==> config.mk <==
export PLATFORM = sky130hd
export DESIGN_NAME = pmbtf_regs
export DESIGN_NICKNAME = d
export VERILOG_FILES = /design/src/pmbtf_pkg.sv /design/src/pmbtf_ac_load_line_bin_rom.sv /design/src/pmbtf_regs.sv
export SDC_FILE = /design/constraint.sdc
export NUM_CORES = 1
export LEC_CHECK = 0
export BUFFER_PORTS_ARGS = -buffer_cell sky130_fd_sc_hd__buf_2
export CAP_MARGIN = 20
export CELL_PAD_IN_SITES_DETAIL_PLACEMENT = 1
export CELL_PAD_IN_SITES_GLOBAL_PLACEMENT = 2
export CORE_AREA = 4 4 238 240
export CTS_CLUSTER_SIZE = 14
export DETAILED_ROUTE_END_ITERATION = 8
export DIE_AREA = 0 0 242 244
export GPL_ROUTABILITY_DRIVEN = 0
export PLACE_DENSITY = 0.89
export SLEW_MARGIN = 25
export SYNTH_ARGS = -nofsm -noshare
export SYNTH_HDL_FRONTEND = slang
export SYNTH_SLANG_ARGS = --single-unit
==> constraint.sdc <==
create_clock -name clk -period 3.35 [get_ports clk]
set_clock_uncertainty 0.05 [all_clocks]
set_input_delay 0 -clock clk [delete_from_list [all_inputs] [get_ports clk]]
set_output_delay 0 -clock clk [all_outputs]
set_load 0.01 [all_outputs]
==> src/pmbtf_pkg.sv <==
// Package: constants, layouts and decode helpers for the tuning/fault block
// Functional notes
// - Shared fault byte: A 5:3, B 2:0
// - Only first fault per channel recorded
// - Fault codes 000b none to 111b overpower
// - Store-all commits fault records to NVM
// - Non-zero fault write: discard, flag, alert
// - Page 00h channel A, 01h channel B
// - Compensation word: gain, tc, ac_path_gain_code, bin
// - Integration gain 2, 1, 0.66, 0.5 times
// - Time constant 5-40us, then 1-8us
// - Ac_path_gain_code 1, 1.5, 2, 0.5 V/V
// - Load line bin indexes 64-entry table
// - Transient word layout, level2 page A only
// - Level2 undershoot 140 to 380 mV, 111b off
// - Minimum off time 45 to 90 ns
// - Blanking 36 ns plus 6 per step
// - Phase-add limit 3 or 4 phases
// - Hysteresis 5 to 20 mV
// - Level1 undershoot 90 to 270 mV, 111b off
// - Current word: input max, boost, offset
// - Low byte output current max, 1 A
// - Input offset 0.1 A steps, signed
package pmbtf_pkg;

  // ----------------------------------------------------------------
  // Command codes and pages
  // ----------------------------------------------------------------
  localparam logic [7:0] CMD_COMP = 8'hD7;
  localparam logic [7:0] CMD_FAULT = 8'hD8;
  localparam logic [7:0] CMD_TRANS = 8'hD9;
  localparam logic [7:0] CMD_CURR = 8'hDA;
  localparam logic [7:0] PAGE_A = 8'h00;
  localparam logic [7:0] PAGE_B = 8'h01;

  // ----------------------------------------------------------------
  // Field positions
  // ----------------------------------------------------------------
  localparam int FLT_A_LSB = 3;
  localparam int FLT_B_LSB = 0;
  localparam int CMP_IGAIN_LSB = 12;
  localparam int CMP_ITC_LSB = 8;
  localparam int CMP_ACG_LSB = 6;
  localparam int CMP_AC_LOAD_LINE_BIN_LSB = 0;
  localparam int TR_UNDERSHOOT_LEVEL2_CODE_LSB = 12;
  localparam int TR_MIN_OFF_TIME_CODE_LSB = 9;
  localparam int TR_BLANK_LSB = 6;
  localparam int TR_PHADD_BIT = 5;
  localparam int TR_HYS_LSB = 3;
  localparam int TR_UNDERSHOOT_LEVEL1_CODE_LSB = 0;
  localparam int CUR_IINMAX_LSB = 8;
  localparam int CUR_BOOST_BIT = 13;
  localparam int CUR_OFS_LSB = 8;
  localparam int CUR_IOUT_LSB = 0;

  // ----------------------------------------------------------------
  // Codes and reset values
  // ----------------------------------------------------------------
  localparam logic [2:0] FLT_NONE = 3'h0;
  localparam logic [2:0] FLT_OV_OFF = 3'h1;
  localparam logic [2:0] FLT_OV_ON = 3'h2;
  localparam logic [2:0] FLT_IIN_OC = 3'h3;
  localparam logic [2:0] FLT_IOUT_OC = 3'h4;
  localparam logic [2:0] FLT_OT = 3'h5;
  localparam logic [2:0] FLT_PSTAGE = 3'h6;
  localparam logic [2:0] FLT_PIN_OPW = 3'h7;
  localparam logic [3:0] USR_OFF_CODE = 4'h7;
  localparam logic [15:0] RD_ZERO = 16'h0000;

  typedef enum logic [1:0] {
    PMBTF_LOAD = 2'b00,
    PMBTF_RUN = 2'b01
  } pmbtf_state_e;

  // ----------------------------------------------------------------
  // Stored image
  // ----------------------------------------------------------------
  typedef struct packed {
    logic [1:0] intGain;
    logic [3:0] integrationTimeCode;
    logic [1:0] acPathGainCode;
    logic [5:0] acLoadLineBin;
    logic [3:0] undershootLevel2Code;
    logic [1:0] minOffTimeCode;
    logic [2:0] blankingTimeCode;
    logic phaseAddLimit;
    logic [1:0] transientHysteresisCode;
    logic [2:0] undershootLevel1Code;
    logic [7:0] outputCurrentMax;
  } pmbtf_chan_s;

  typedef struct packed {
    pmbtf_chan_s chA;
    pmbtf_chan_s chB;
    logic [7:0] inputCurrentMax;
    logic shuntGainBoost;
    logic [4:0] inputOffsetCode;
    logic [2:0] faultRecordChanA;
    logic [2:0] faultRecordChanB;
  } pmbtf_image_s;

  localparam pmbtf_image_s IMAGE_RST = '0;

  // ----------------------------------------------------------------
  // Decoded settings for the analog loop
  // ----------------------------------------------------------------
  typedef struct packed {
    logic [7:0] intGainPct;
    logic [5:0] intTcUs;
    logic [4:0] acGainX10;
    logic usr2Off;
    logic [8:0] usr2Mv;
    logic [6:0] minOffNs;
    logic [6:0] blankNs;
    logic [2:0] phaseMax;
    logic [4:0] hysMv;
    logic usr1Off;
    logic [8:0] usr1Mv;
    logic [7:0] ioutMaxAmp;
  } pmbtf_tune_s;

  function automatic pmbtf_tune_s decodeChan(input pmbtf_chan_s c);
    pmbtf_tune_s t;
    t = '0;
    case (c.intGain)
      2'h0: t.intGainPct = 8'hC8;
      2'h1: t.intGainPct = 8'h64;
      2'h2: t.intGainPct = 8'h42;
      default: t.intGainPct = 8'h32;
    endcase
    if (!c.integrationTimeCode[3]) begin
      t.intTcUs = 6'(5 * (c.integrationTimeCode + 1));
    end else if (c.integrationTimeCode == 4'hC) begin
      t.intTcUs = 6'h05;
    end else begin
      t.intTcUs = 6'({3'h0, c.integrationTimeCode[2:0]} + 1);
    end
    case (c.acPathGainCode)
      2'h0: t.acGainX10 = 5'h0A;
      2'h1: t.acGainX10 = 5'h0F;
      2'h2: t.acGainX10 = 5'h14;
      default: t.acGainX10 = 5'h05;
    endcase
    t.usr2Off = (c.undershootLevel2Code >= USR_OFF_CODE);
    t.usr2Mv = 9'(140 + 40 * c.undershootLevel2Code);
    t.minOffNs = 7'(45 + 15 * c.minOffTimeCode);
    t.blankNs = 7'(36 + 6 * c.blankingTimeCode);
    t.phaseMax = c.phaseAddLimit ? 3'h4 : 3'h3;
    t.hysMv = 5'(5 + 5 * c.transientHysteresisCode);
    t.usr1Off = (c.undershootLevel1Code == 3'h7);
    t.usr1Mv = 9'(90 + 30 * c.undershootLevel1Code);
    t.ioutMaxAmp = c.outputCurrentMax;
    return t;
  endfunction

endpackage

==> src/pmbtf_ac_load_line_bin_rom.sv <==
// Load line bin table with registered read data
`timescale 1ns/1ns
`default_nettype none
module pmbtf_ac_load_line_bin_rom (
  input wire logic clk,
  input wire logic nrst,
  input wire logic [5:0] bin,
  output logic [14:0] loadLineUohm10
);

  logic [14:0] rom [64] = '{
    15'h0000, 15'h04E2, 15'h09C4, 15'h0C35,
    15'h0EA6, 15'h1117, 15'h1388, 15'h15F9,
    15'h186A, 15'h1D4C, 15'h1F21, 15'h1FBD,
    15'h2059, 15'h20F6, 15'h2192, 15'h222E,
    15'h22CA, 15'h2367, 15'h2403, 15'h249F,
    15'h253B, 15'h25D8, 15'h2674, 15'h2710,
    15'h27AC, 15'h2849, 15'h28E5, 15'h2981,
    15'h2BF2, 15'h30D4, 15'h35B6, 15'h3A98,
    15'h3F7A, 15'h445C, 15'h493E, 15'h4BAF,
    15'h4E20, 15'h5091, 15'h5302, 15'h5573,
    15'h57E4, 15'h5CC6, 15'h5E9A, 15'h5F37,
    15'h5FD3, 15'h606F, 15'h610B, 15'h61A8,
    15'h6244, 15'h62E0, 15'h637C, 15'h6419,
    15'h64B5, 15'h6551, 15'h65EA, 15'h668A,
    15'h6726, 15'h67C2, 15'h685E, 15'h68FB,
    15'h6B6C, 15'h704E, 15'h7530, 15'h7A12
  };
  logic [14:0] nxt_data;
  logic [14:0] data_ff;

  always_comb begin
    nxt_data = rom[bin];
  end

  always_ff @(posedge clk or negedge nrst) begin
    if (!nrst) begin
      data_ff <= 15'h0000;
    end else begin
      data_ff <= nxt_data;
    end
  end

  assign loadLineUohm10 = data_ff;

endmodule // pmbtf_ac_load_line_bin_rom
`default_nettype wire

==> src/pmbtf_regs.sv <==
// Paged tuning and first-fault register bank behind the PMBus engine
`timescale 1ns/1ns
`default_nettype none
module pmbtf_regs (
  input wire logic clk,
  input wire logic nrst,
  input wire logic cmdValid,
  input wire logic cmdWrite,
  input wire logic [7:0] cmdCode,
  input wire logic [7:0] cmdPage,
  input wire logic [15:0] wrData,
  output logic [15:0] rdData,
  output logic rdValid,
  input wire logic storeAll,
  input wire pmbtf_pkg::pmbtf_image_s nvmImage,
  output logic nvmStore,
  output pmbtf_pkg::pmbtf_image_s nvmImageOut,
  input wire logic faultEvtA,
  input wire logic [2:0] faultCodeA,
  input wire logic faultEvtB,
  input wire logic [2:0] faultCodeB,
  input wire logic alertClr,
  output logic alertOutputPin,
  output logic cmlInvalidData,
  output logic statusWordCml,
  output pmbtf_pkg::pmbtf_tune_s tuneA,
  output pmbtf_pkg::pmbtf_tune_s tuneB,
  output logic [14:0] acLoadLineA,
  output logic [14:0] acLoadLineB,
  output logic [7:0] inputCurrentMax,
  output logic shuntGainBoost,
  output logic signed [5:0] inputOffsetDeciAmp
);

  // ----------------------------------------------------------------
  // Load sequencer
  // ----------------------------------------------------------------
  // Flops reset to constants; the NVM image is taken one edge after
  // release so the asynchronous reset never samples a port.
  pmbtf_pkg::pmbtf_state_e state_ff;
  pmbtf_pkg::pmbtf_state_e nxt_state;

  always_comb begin
    case (state_ff)
      pmbtf_pkg::PMBTF_LOAD: nxt_state = pmbtf_pkg::PMBTF_RUN;
      pmbtf_pkg::PMBTF_RUN: nxt_state = pmbtf_pkg::PMBTF_RUN;
      default: nxt_state = pmbtf_pkg::PMBTF_LOAD;
    endcase
  end

  always_ff @(posedge clk or negedge nrst) begin
    if (!nrst) begin
      state_ff <= pmbtf_pkg::PMBTF_LOAD;
    end else begin
      state_ff <= nxt_state;
    end
  end

  // ----------------------------------------------------------------
  // Access decode
  // ----------------------------------------------------------------
  logic running;
  logic pageA;
  logic pageB;
  logic pageOk;
  logic wrEn;
  logic rdEn;
  logic hitComp;
  logic hitFault;
  logic hitTrans;
  logic hitCurr;
  logic badFaultWr;

  always_comb begin
    running = (state_ff == pmbtf_pkg::PMBTF_RUN);
    pageA = (cmdPage == pmbtf_pkg::PAGE_A);
    pageB = (cmdPage == pmbtf_pkg::PAGE_B);
    pageOk = pageA || pageB;
    wrEn = running && cmdValid && cmdWrite;
    rdEn = running && cmdValid && !cmdWrite;
    hitComp = 1'b0;
    hitFault = 1'b0;
    hitTrans = 1'b0;
    hitCurr = 1'b0;
    if (cmdCode == pmbtf_pkg::CMD_FAULT) begin
      hitFault = 1'b1;
    end else if (cmdCode == pmbtf_pkg::CMD_COMP) begin
      hitComp = pageOk;
    end else if (cmdCode == pmbtf_pkg::CMD_TRANS) begin
      hitTrans = pageOk;
    end else if (cmdCode == pmbtf_pkg::CMD_CURR) begin
      hitCurr = pageOk;
    end
    badFaultWr = wrEn && hitFault && (wrData[7:0] != 8'h00);
  end

  // ----------------------------------------------------------------
  // Configuration image
  // ----------------------------------------------------------------
  pmbtf_pkg::pmbtf_image_s cfg_ff;
  pmbtf_pkg::pmbtf_image_s nxt_cfg;
  pmbtf_pkg::pmbtf_chan_s selCh;
  pmbtf_pkg::pmbtf_chan_s newCh;

  always_comb begin
    selCh = pageB ? cfg_ff.chB : cfg_ff.chA;
    newCh = selCh;
    if (hitComp) begin
      newCh.intGain = wrData[pmbtf_pkg::CMP_IGAIN_LSB +: 2];
      newCh.integrationTimeCode = wrData[pmbtf_pkg::CMP_ITC_LSB +: 4];
      newCh.acPathGainCode = wrData[pmbtf_pkg::CMP_ACG_LSB +: 2];
      newCh.acLoadLineBin = wrData[pmbtf_pkg::CMP_AC_LOAD_LINE_BIN_LSB +: 6];
    end
    if (hitTrans) begin
      if (pageA) begin
        newCh.undershootLevel2Code = wrData[pmbtf_pkg::TR_UNDERSHOOT_LEVEL2_CODE_LSB +: 4];
      end
      newCh.minOffTimeCode = wrData[pmbtf_pkg::TR_MIN_OFF_TIME_CODE_LSB +: 2];
      newCh.blankingTimeCode = wrData[pmbtf_pkg::TR_BLANK_LSB +: 3];
      newCh.phaseAddLimit = wrData[pmbtf_pkg::TR_PHADD_BIT];
      newCh.transientHysteresisCode = wrData[pmbtf_pkg::TR_HYS_LSB +: 2];
      newCh.undershootLevel1Code = wrData[pmbtf_pkg::TR_UNDERSHOOT_LEVEL1_CODE_LSB +: 3];
    end
    if (hitCurr) begin
      newCh.outputCurrentMax = wrData[pmbtf_pkg::CUR_IOUT_LSB +: 8];
    end
  end

  always_comb begin
    nxt_cfg = cfg_ff;
    if (state_ff == pmbtf_pkg::PMBTF_LOAD) begin
      nxt_cfg = nvmImage;
    end else begin
      if (wrEn && (hitComp || hitTrans || hitCurr)) begin
        if (pageB) begin
          nxt_cfg.chB = newCh;
        end else begin
          nxt_cfg.chA = newCh;
        end
      end
      if (wrEn && hitCurr && pageA) begin
        nxt_cfg.inputCurrentMax = wrData[pmbtf_pkg::CUR_IINMAX_LSB +: 8];
      end
      if (wrEn && hitCurr && pageB) begin
        nxt_cfg.shuntGainBoost = wrData[pmbtf_pkg::CUR_BOOST_BIT];
        nxt_cfg.inputOffsetCode = wrData[pmbtf_pkg::CUR_OFS_LSB +: 5];
      end
      // Only an all-zero byte is accepted; it clears both records
      if (wrEn && hitFault && !badFaultWr) begin
        nxt_cfg.faultRecordChanA = pmbtf_pkg::FLT_NONE;
        nxt_cfg.faultRecordChanB = pmbtf_pkg::FLT_NONE;
      end
      // A fault landing with the clearing write is recorded only if that channel's record was already empty
      if (faultEvtA && cfg_ff.faultRecordChanA == pmbtf_pkg::FLT_NONE) begin
        nxt_cfg.faultRecordChanA = faultCodeA;
      end
      if (faultEvtB && cfg_ff.faultRecordChanB == pmbtf_pkg::FLT_NONE) begin
        nxt_cfg.faultRecordChanB = faultCodeB;
      end
    end
  end

  always_ff @(posedge clk or negedge nrst) begin
    if (!nrst) begin
      cfg_ff <= pmbtf_pkg::IMAGE_RST;
    end else begin
      cfg_ff <= nxt_cfg;
    end
  end

  // ----------------------------------------------------------------
  // Read path
  // ----------------------------------------------------------------
  // Reserved bits, unknown codes and foreign pages read as zero; the fault byte reads on any page
  logic [15:0] nxt_rdData;
  logic nxt_rdValid;
  logic [15:0] rdData_ff;
  logic rdValid_ff;

  always_comb begin
    nxt_rdData = rdData_ff;
    nxt_rdValid = rdEn;
    if (rdEn) begin
      nxt_rdData = pmbtf_pkg::RD_ZERO;
      if (hitFault) begin
        nxt_rdData[pmbtf_pkg::FLT_A_LSB +: 3] = cfg_ff.faultRecordChanA;
        nxt_rdData[pmbtf_pkg::FLT_B_LSB +: 3] = cfg_ff.faultRecordChanB;
      end else if (hitComp) begin
        nxt_rdData[pmbtf_pkg::CMP_IGAIN_LSB +: 2] = selCh.intGain;
        nxt_rdData[pmbtf_pkg::CMP_ITC_LSB +: 4] = selCh.integrationTimeCode;
        nxt_rdData[pmbtf_pkg::CMP_ACG_LSB +: 2] = selCh.acPathGainCode;
        nxt_rdData[pmbtf_pkg::CMP_AC_LOAD_LINE_BIN_LSB +: 6] = selCh.acLoadLineBin;
      end else if (hitTrans) begin
        if (pageA) begin
          nxt_rdData[pmbtf_pkg::TR_UNDERSHOOT_LEVEL2_CODE_LSB +: 4] =
            selCh.undershootLevel2Code;
        end
        nxt_rdData[pmbtf_pkg::TR_MIN_OFF_TIME_CODE_LSB +: 2] = selCh.minOffTimeCode;
        nxt_rdData[pmbtf_pkg::TR_BLANK_LSB +: 3] = selCh.blankingTimeCode;
        nxt_rdData[pmbtf_pkg::TR_PHADD_BIT] = selCh.phaseAddLimit;
        nxt_rdData[pmbtf_pkg::TR_HYS_LSB +: 2] =
          selCh.transientHysteresisCode;
        nxt_rdData[pmbtf_pkg::TR_UNDERSHOOT_LEVEL1_CODE_LSB +: 3] = selCh.undershootLevel1Code;
      end else if (hitCurr) begin
        nxt_rdData[pmbtf_pkg::CUR_IOUT_LSB +: 8] = selCh.outputCurrentMax;
        if (pageA) begin
          nxt_rdData[pmbtf_pkg::CUR_IINMAX_LSB +: 8] = cfg_ff.inputCurrentMax;
        end else begin
          nxt_rdData[pmbtf_pkg::CUR_BOOST_BIT] = cfg_ff.shuntGainBoost;
          nxt_rdData[pmbtf_pkg::CUR_OFS_LSB +: 5] = cfg_ff.inputOffsetCode;
        end
      end
    end
  end

  always_ff @(posedge clk or negedge nrst) begin
    if (!nrst) begin
      rdData_ff <= pmbtf_pkg::RD_ZERO;
      rdValid_ff <= 1'b0;
    end else begin
      rdData_ff <= nxt_rdData;
      rdValid_ff <= nxt_rdValid;
    end
  end

  assign rdData = rdData_ff;
  assign rdValid = rdValid_ff;

  // ----------------------------------------------------------------
  // Invalid data flags and alert
  // ----------------------------------------------------------------
  logic invalid_ff;
  logic nxt_invalid;

  always_comb begin
    nxt_invalid = invalid_ff;
    if (alertClr) begin
      nxt_invalid = 1'b0;
    end
    // Set wins over a clear in the same cycle
    if (badFaultWr) begin
      nxt_invalid = 1'b1;
    end
  end

  always_ff @(posedge clk or negedge nrst) begin
    if (!nrst) begin
      invalid_ff <= 1'b0;
    end else begin
      invalid_ff <= nxt_invalid;
    end
  end

  assign cmlInvalidData = invalid_ff;
  assign statusWordCml = invalid_ff;
  assign alertOutputPin = invalid_ff;

  // ----------------------------------------------------------------
  // Commit to NVM
  // ----------------------------------------------------------------
  // The snapshot is the image as it stands when the command lands
  logic store_ff;
  logic nxt_store;
  pmbtf_pkg::pmbtf_image_s storeImg_ff;
  pmbtf_pkg::pmbtf_image_s nxt_storeImg;

  always_comb begin
    nxt_store = running && storeAll;
    nxt_storeImg = storeImg_ff;
    if (running && storeAll) begin
      nxt_storeImg = cfg_ff;
    end
  end

  always_ff @(posedge clk or negedge nrst) begin
    if (!nrst) begin
      store_ff <= 1'b0;
      storeImg_ff <= pmbtf_pkg::IMAGE_RST;
    end else begin
      store_ff <= nxt_store;
      storeImg_ff <= nxt_storeImg;
    end
  end

  assign nvmStore = store_ff;
  assign nvmImageOut = storeImg_ff;

  // ----------------------------------------------------------------
  // Decoded settings
  // ----------------------------------------------------------------
  pmbtf_pkg::pmbtf_tune_s tuneA_ff;
  pmbtf_pkg::pmbtf_tune_s tuneB_ff;
  pmbtf_pkg::pmbtf_tune_s nxt_tuneA;
  pmbtf_pkg::pmbtf_tune_s nxt_tuneB;
  logic [7:0] iinMax_ff;
  logic boost_ff;
  logic signed [5:0] ofs_ff;
  logic [7:0] nxt_iinMax;
  logic nxt_boost;
  logic signed [5:0] nxt_ofs;

  always_comb begin
    nxt_tuneA = pmbtf_pkg::decodeChan(cfg_ff.chA);
    nxt_tuneB = pmbtf_pkg::decodeChan(cfg_ff.chB);
    // Level 2 exists on channel A only
    nxt_tuneB.usr2Off = 1'b1;
    nxt_tuneB.usr2Mv = 9'h000;
    nxt_iinMax = cfg_ff.inputCurrentMax;
    nxt_boost = cfg_ff.shuntGainBoost;
    // Codes 10h-1Fh are the negative half: a plain sign extension
    nxt_ofs = 6'(signed'(cfg_ff.inputOffsetCode));
  end

  always_ff @(posedge clk or negedge nrst) begin
    if (!nrst) begin
      tuneA_ff <= '0;
      tuneB_ff <= '0;
      iinMax_ff <= 8'h00;
      boost_ff <= 1'b0;
      ofs_ff <= 6'h00;
    end else begin
      tuneA_ff <= nxt_tuneA;
      tuneB_ff <= nxt_tuneB;
      iinMax_ff <= nxt_iinMax;
      boost_ff <= nxt_boost;
      ofs_ff <= nxt_ofs;
    end
  end

  assign tuneA = tuneA_ff;
  assign tuneB = tuneB_ff;
  assign inputCurrentMax = iinMax_ff;
  assign shuntGainBoost = boost_ff;
  assign inputOffsetDeciAmp = ofs_ff;

  // ----------------------------------------------------------------
  // Load line lookup, one table per channel
  // ----------------------------------------------------------------
  pmbtf_ac_load_line_bin_rom u_acllA (
    .clk(clk),
    .nrst(nrst),
    .bin(cfg_ff.chA.acLoadLineBin),
    .loadLineUohm10(acLoadLineA)
  );

  pmbtf_ac_load_line_bin_rom u_acllB (
    .clk(clk),
    .nrst(nrst),
    .bin(cfg_ff.chB.acLoadLineBin),
    .loadLineUohm10(acLoadLineB)
  );

endmodule // pmbtf_regs
`default_nettype wire

# Yosys cells after proc, flatten, opt, wreduce, memory -nomap -nowiden
# Memories as Yosys holds them, arrays and structs flattened. A register that Yosys moved wholly into a read port is not among the register bits.
# Cells that the tools add are included.
[totals]
out_inout_bits = 298
wordCells = 218
memories = 2
rom_bits = 1920
regBits = 352
in_bits = 140
[mem_list]
columns = ["name", "depth", "width", "read_ports", "rd_ports_with_merged_regs", "write_ports", "line", "source"]
rows = [
  ["u_acllA.rom", 64, 15, 1, 1, 0, "pmbtf_ac_load_line_bin_rom.sv:11", "logic [14:0] rom [64] = '{"],
  ["u_acllB.rom", 64, 15, 1, 1, 0, "pmbtf_ac_load_line_bin_rom.sv:11", ""],
]
[classes]
mul = 11
n_addsub = 13
n_eq_ne = 19
mux = 48
order_cmp = 1
n_reduce_logical = 39
[op_table]
columns = ["op", "n"]
rows = [
  ["2-to-1 mux 37 bit", 3],
  ["2-to-1 mux 94 bit", 1],
  ["2-to-1 mux 74 bit", 1],
  ["case mux 8 bit (3 select lines)", 2],
  ["2-to-1 mux 6 bit", 6],
  ["== test 8 bit (second input constant)", 4],
  ["case mux 5 bit (3 select lines)", 2],
  ["adder 6 x 6 -> 7 bit (first input constant)", 4],
  ["2-to-1 mux 14 bit", 2],
  ["2-to-1 mux 4 bit", 5],
  ["adder 7 x 8 -> 9 bit (first input constant)", 2],
  ["2-to-1 mux 16 bit", 1],
  ["2-to-1 mux 8 bit", 2],
  ["2-to-1 mux 15 bit", 1],
  ["multiplier 4 x 3 -> 7 bit (first input constant)", 2],
  ["2-to-1 mux 1 bit", 14],
  ["logical AND 1 bit", 13],
  ["multiplier 3 x 5 -> 6 bit (first input constant)", 2],
  ["multiplier 4 x 2 -> 6 bit (first input constant)", 2],
  ["2-to-1 mux 3 bit", 4],
  ["2-to-1 mux 11 bit", 1],
  ["adder 3 x 5 -> 5 bit (first input constant)", 2],
  ["adder 4 x 1 -> 5 bit (second input constant)", 2],
  ["== test 2 x 1 -> 1 bit (second input constant)", 5],
  ["other kinds (23)", 48],
]

# Logic depth before layout (Yosys ltp)
[depth]
depth_word = 10
depth_mapped = 11
mapped_depth_nobuf = 11

# Modules after synthesis
# From an unflattened synthesis, not the netlist that was laid out.
[hier_totals]
cells_unflattened = 1735
hier_area_um2 = 19058.3
[by_module_without_submodules]
columns = ["module", "area_per_inst_um2", "cells_per_inst", "instances", "seq_area_each_um2"]
rows = [
  ["pmbtf_regs", 15467.3, 1291, 1, 8333.0],
  ["pmbtf_ac_load_line_bin_rom at u_acllA", 1813.0, 222, 1, 375.4],
  ["pmbtf_ac_load_line_bin_rom at u_acllB", 1778.0, 222, 1, 375.4],
]

# Worst setup path after synthesis
# Ideal clock, no wire load.
[synth_timing]
path_kind = "flip-flop to flip-flop"
start = "reg cfg_ff[28] in the netlist's numbering"
end = "reg tuneB_ff, in the netlist tuneB[14]"
synth_period_minus_slack_ps = 2692
n_path_buf = 0
path_slack_ps = 658
arrival_ps = 2563
setup_time_ps = 79
required_time_ps = 3221
path_stages_with_launch = 11
cell_sequence = "dfrtp_1 -> inv_1 -> fa_1 -> inv_1 -> ha_1 -> inv_1 -> fa_1 -> nand2b_1 -> o22ai_1 -> a222oi_1 -> xor2_1"
[synth_lines]
columns = ["item", "line", "source"]
rows = [
  ["from (decl)", "pmbtf_regs.sv:100", "pmbtf_pkg::pmbtf_image_s cfg_ff;"],
  ["from (signal assigned)", "pmbtf_regs.sv:165", "cfg_ff <= pmbtf_pkg::IMAGE_RST;"],
  ["from (signal assigned)", "pmbtf_regs.sv:167", "cfg_ff <= nxt_cfg;"],
  ["to (signal assigned)", "pmbtf_regs.sv:323", "tuneB_ff <= nxt_tuneB;"],
  ["to (decl)", "pmbtf_regs.sv:292", "pmbtf_pkg::pmbtf_tune_s tuneB_ff;"],
]

==> impl_metrics.toml <==
[run_status]
status = "completed"

[clocking]
cts_sinks = 363
insertion_delay_ns = 0.58
cts_buffer_depth = 3
cts_made_buffers = 43
cts_setup_buffers = 0
clk_pin_slew_ns = 0.06
clockRootBuffer = "clkbuf_16"
cts_tree = "done"
h-tree-depth = 2

[yosys]
ys_warn_count = 0
synthFlopType = "dfrtp_1"
synth-edff-count = 0
syn_inst = 1815
ys_seq_area_share_pct = 49.44
async_flop_share_pct = 100.0
synthesis.area_um2 = 18370
syn_avg_cell_area_um2 = 10.12
synth_cell_type_count = 76
synth-seq-cells = 363

[sta]
finalSetupViolations = 0
period_needed_ns = 3.149
fmax_mhz = 317.6
hold_viol = 0
slew_violations = 0
setup_tns_ns = 0
grt_setup_unrepaired = "no"
worstMarginPinSlew_ns = 0.8350
slew_headroom_pct = 43.60
fin_crit_sh_pct = 93.99

[pwr]
p_leak_nw = 11.10
power_frac_comb_pct = 31.1
switching_power_mw = 5.612
peakVddDrop_mv = 0.3787
seq_power_share_pct = 37.6
internal_power_mw = 10.45
switching_share_pct = 34.94
clkPwrFrac_pct = 31.3
powerDensity_nw_per_um2 = 662.5

[final_layout]
final_cell_mix = "buf_2 (419), dfrtp_1 (360), nand2_1 (158)"
design_area_um2 = 24240
fin_cells = 3072
syn_to_final_growth_pct = 31.94
final_common_cell = "buf_2"
nets = 2565
layout-drive-gt1-share_pct = 27.57

[grt]
grt_antenna_before_repair = 5
grt_pass1_vias = 18090
grt_start_max_net_pins = 86
overflow = 0
grt_first_pass_wirelength_um = 115500
grt_usage_pct = 25.12

[placed_design]
placed_cells = 2840
placed_area_um2 = 21180
port-buffer-count = 420
detailed_place_hpwl_um = 53720

[floorplanning]
start_util_pct = 33.61
die_x_um = 242
design.die.area_um2 = 59050
io_pins = 438
rows = 86
core_area_um2 = 54660
die_height_um = 244

[routing]
avgViaCountPerCell = 5.471
drt_iter0_markers = 1232
num_vias = 16810
final_antenna_net_count = 0
dr.pass1.iters = 5
routed_wl_um = 76130
drc = 0
wl_per_cell_um = 24.78

[critical_path]
critPathLaunchType = "flop"
path_cells = "nand3_1 -> or3_1 -> a32oi_4 -> buf_12 -> nor2_1 -> a31oi_1 -> dlygate4sd3_1"
cp_num_buf_inv = 2
arrival_ns = 3.60
crit_type = "flop to flop"
required_ns = 3.80
cpLargestDelayFamily = "buffers and inverters"
endpoint_kind = "flop"
path_max_fanout = 26
rrSetupSlack_ns = 0.20
slowest_stage = "a32oi_4"
cp_slowest_stage_delay_ns = 0.65

[run]
drv_cap = 0

[worst_hold_path]
hp-class = "input port to flop"
## cells by family (layout without fill, tap and decap cells)
family                   Yosys count  in the layout  share of synthesized area (%)
AO/OA/AOI/OAI                    527            527                          18.17
XOR/XNOR                          35             35                          1.668
adder cells (fa/ha/maj)           93             93                          6.783
buffers and inverters            244            778                          5.911
flip-flops                       363            363                          49.44
multiplexers                      90             90                          6.109
other                              2             21                        0.04088
AND/OR/NAND/NOR                  461            461                          11.88
## cells in the mapped netlist, types with 12 or more instances
master	instances	area share, %
nand2b_1	25	0.85
a221oi_1	19	0.91
a211oi_1	44	1.8
clkbuf_1	93	1.9
nand3_1	26	0.71
inv_1	76	1.6
xnor2_1	17	0.81
a31oi_1	42	1.4
o2111ai_1	15	0.72
buf_1	18	0.37
dfrtp_1	363	49
mux2_2	67	4.1
nor3_1	14	0.38
ha_1	82	5.6
nor2b_1	17	0.58
nand4_1	15	0.51
o21a_1	25	1.0
o211ai_1	17	0.69
buf_4	33	1.3
o21ai_0	156	4.2
nor2_1	144	2.9
a21oi_1	119	3.2
xor2_1	18	0.86
mux2i_1	12	0.65
nand2_1	159	3.2
buf_2	19	0.52
## per-layer routing
| layer | global-route usage [%] | wire length (µm) | vias to the layer above |
|---|---|---|---|
| li1 | - | - | 7412 |
| met2 | 44.17 | 38190 | 672 |
| met5 | 0 | 21 | - |
| met4 | 7.342 | 2193 | 4 |
| met3 | 5.417 | 5369 | 123 |
| met1 | 31.21 | 30350 | 8595 |
## sequential cells by signal, summed over array words and instances (netlist names), 5 cells and up
signal                  count
cfg_ff                     85
inputCurrentMax             8
u_acllA.loadLineUohm10     15
tuneA                      60
inputOffsetDeciAmp          5
nvmImageOut                94
nxt_iinMax                  8
tuneB                      52
u_acllB.loadLineUohm10     15
rdData                     16
## final cells by class
cell class,instances,area (µm²)
Fill cell,6091,30420
Sequential cell,363,9090
Multi-Input combinational cell,1224,8308
Timing Repair Buffer,622,4154
Clock buffer,56,1195
Tap cell,704,880.8
Clock inverter,22,311.5
Inverter,78,294.0
Antenna cell,3,7.507
## worst paths after layout
| kind | depth (start not counted) | from | to |
|---|---|---|---|
| min in group asynchronous | 3 | nrst | nvmStore$_DFF_PN0_ |
| max in group asynchronous | 4 | nrst | nvmImageOut[39]$_DFFE_PN0P_ |
| worst max-delay path | 7 | tuneA[42]$_DFF_PN0_ | cfg_ff[37]$_DFFE_PN0P_ |
| worst min register to register | 0 | cfg_ff[33]$_DFFE_PN0P_ | tuneB[25]$_DFF_PN0_ |
| worst max register to register | 7 | tuneA[42]$_DFF_PN0_ | cfg_ff[37]$_DFFE_PN0P_ |
| worst min-delay path | 5 | wrData[1] | cfg_ff[58]$_DFFE_PN0P_ |
## power by group through the flow
stage	clock (mW)	combinational, mW	sequential, mW
2_1_floorplan	0	2.48	6.24
3_3_place_gp	0	4.55	6.07
3_5_place_dp	0	4.72	6.13
4_1_cts	5.11	4.97	6.06
5_1_grt	5.31	5.47	6.16
6_report	5.02	5.00	6.04
## per-stage QoR
stage	worst slack (ns)	utilization, %	power [mW]	hold WS [ns]
2_1_floorplan	0.6580	-	8.719	-0.3456
3_3_place_gp	0.4377	38.74	10.62	-0.04682
3_5_place_dp	0.3714	38.74	10.85	-0.03921
4_1_cts	0.2642	44.28	16.14	0.0007961
5_1_grt	0.04534	44.34	16.94	0.04912
6_report	0.2013	44.35	16.06	0.03374
## worst register-to-register path, delay by kind of cell, from the launching register on
| kind | cells | cell delay (ns) |
|---|---|---|
| buffers and inverters | 2 | 0.85 |
| AOI/OAI and AO/OA | 2 | 0.81 |
| and+or+nand+nor | 3 | 0.78 |
| DFF | 1 | 0.61 |
## what timing repair did
| item | in CTS | in global routing |
|---|---|---|
| hold buffers | 150 | 0 |
| endpoints found under the hold margin | 394 | 0 |
| gates resized for setup | 0 | 0 |
No activity file was read; power rests on OpenSTA's default activity.
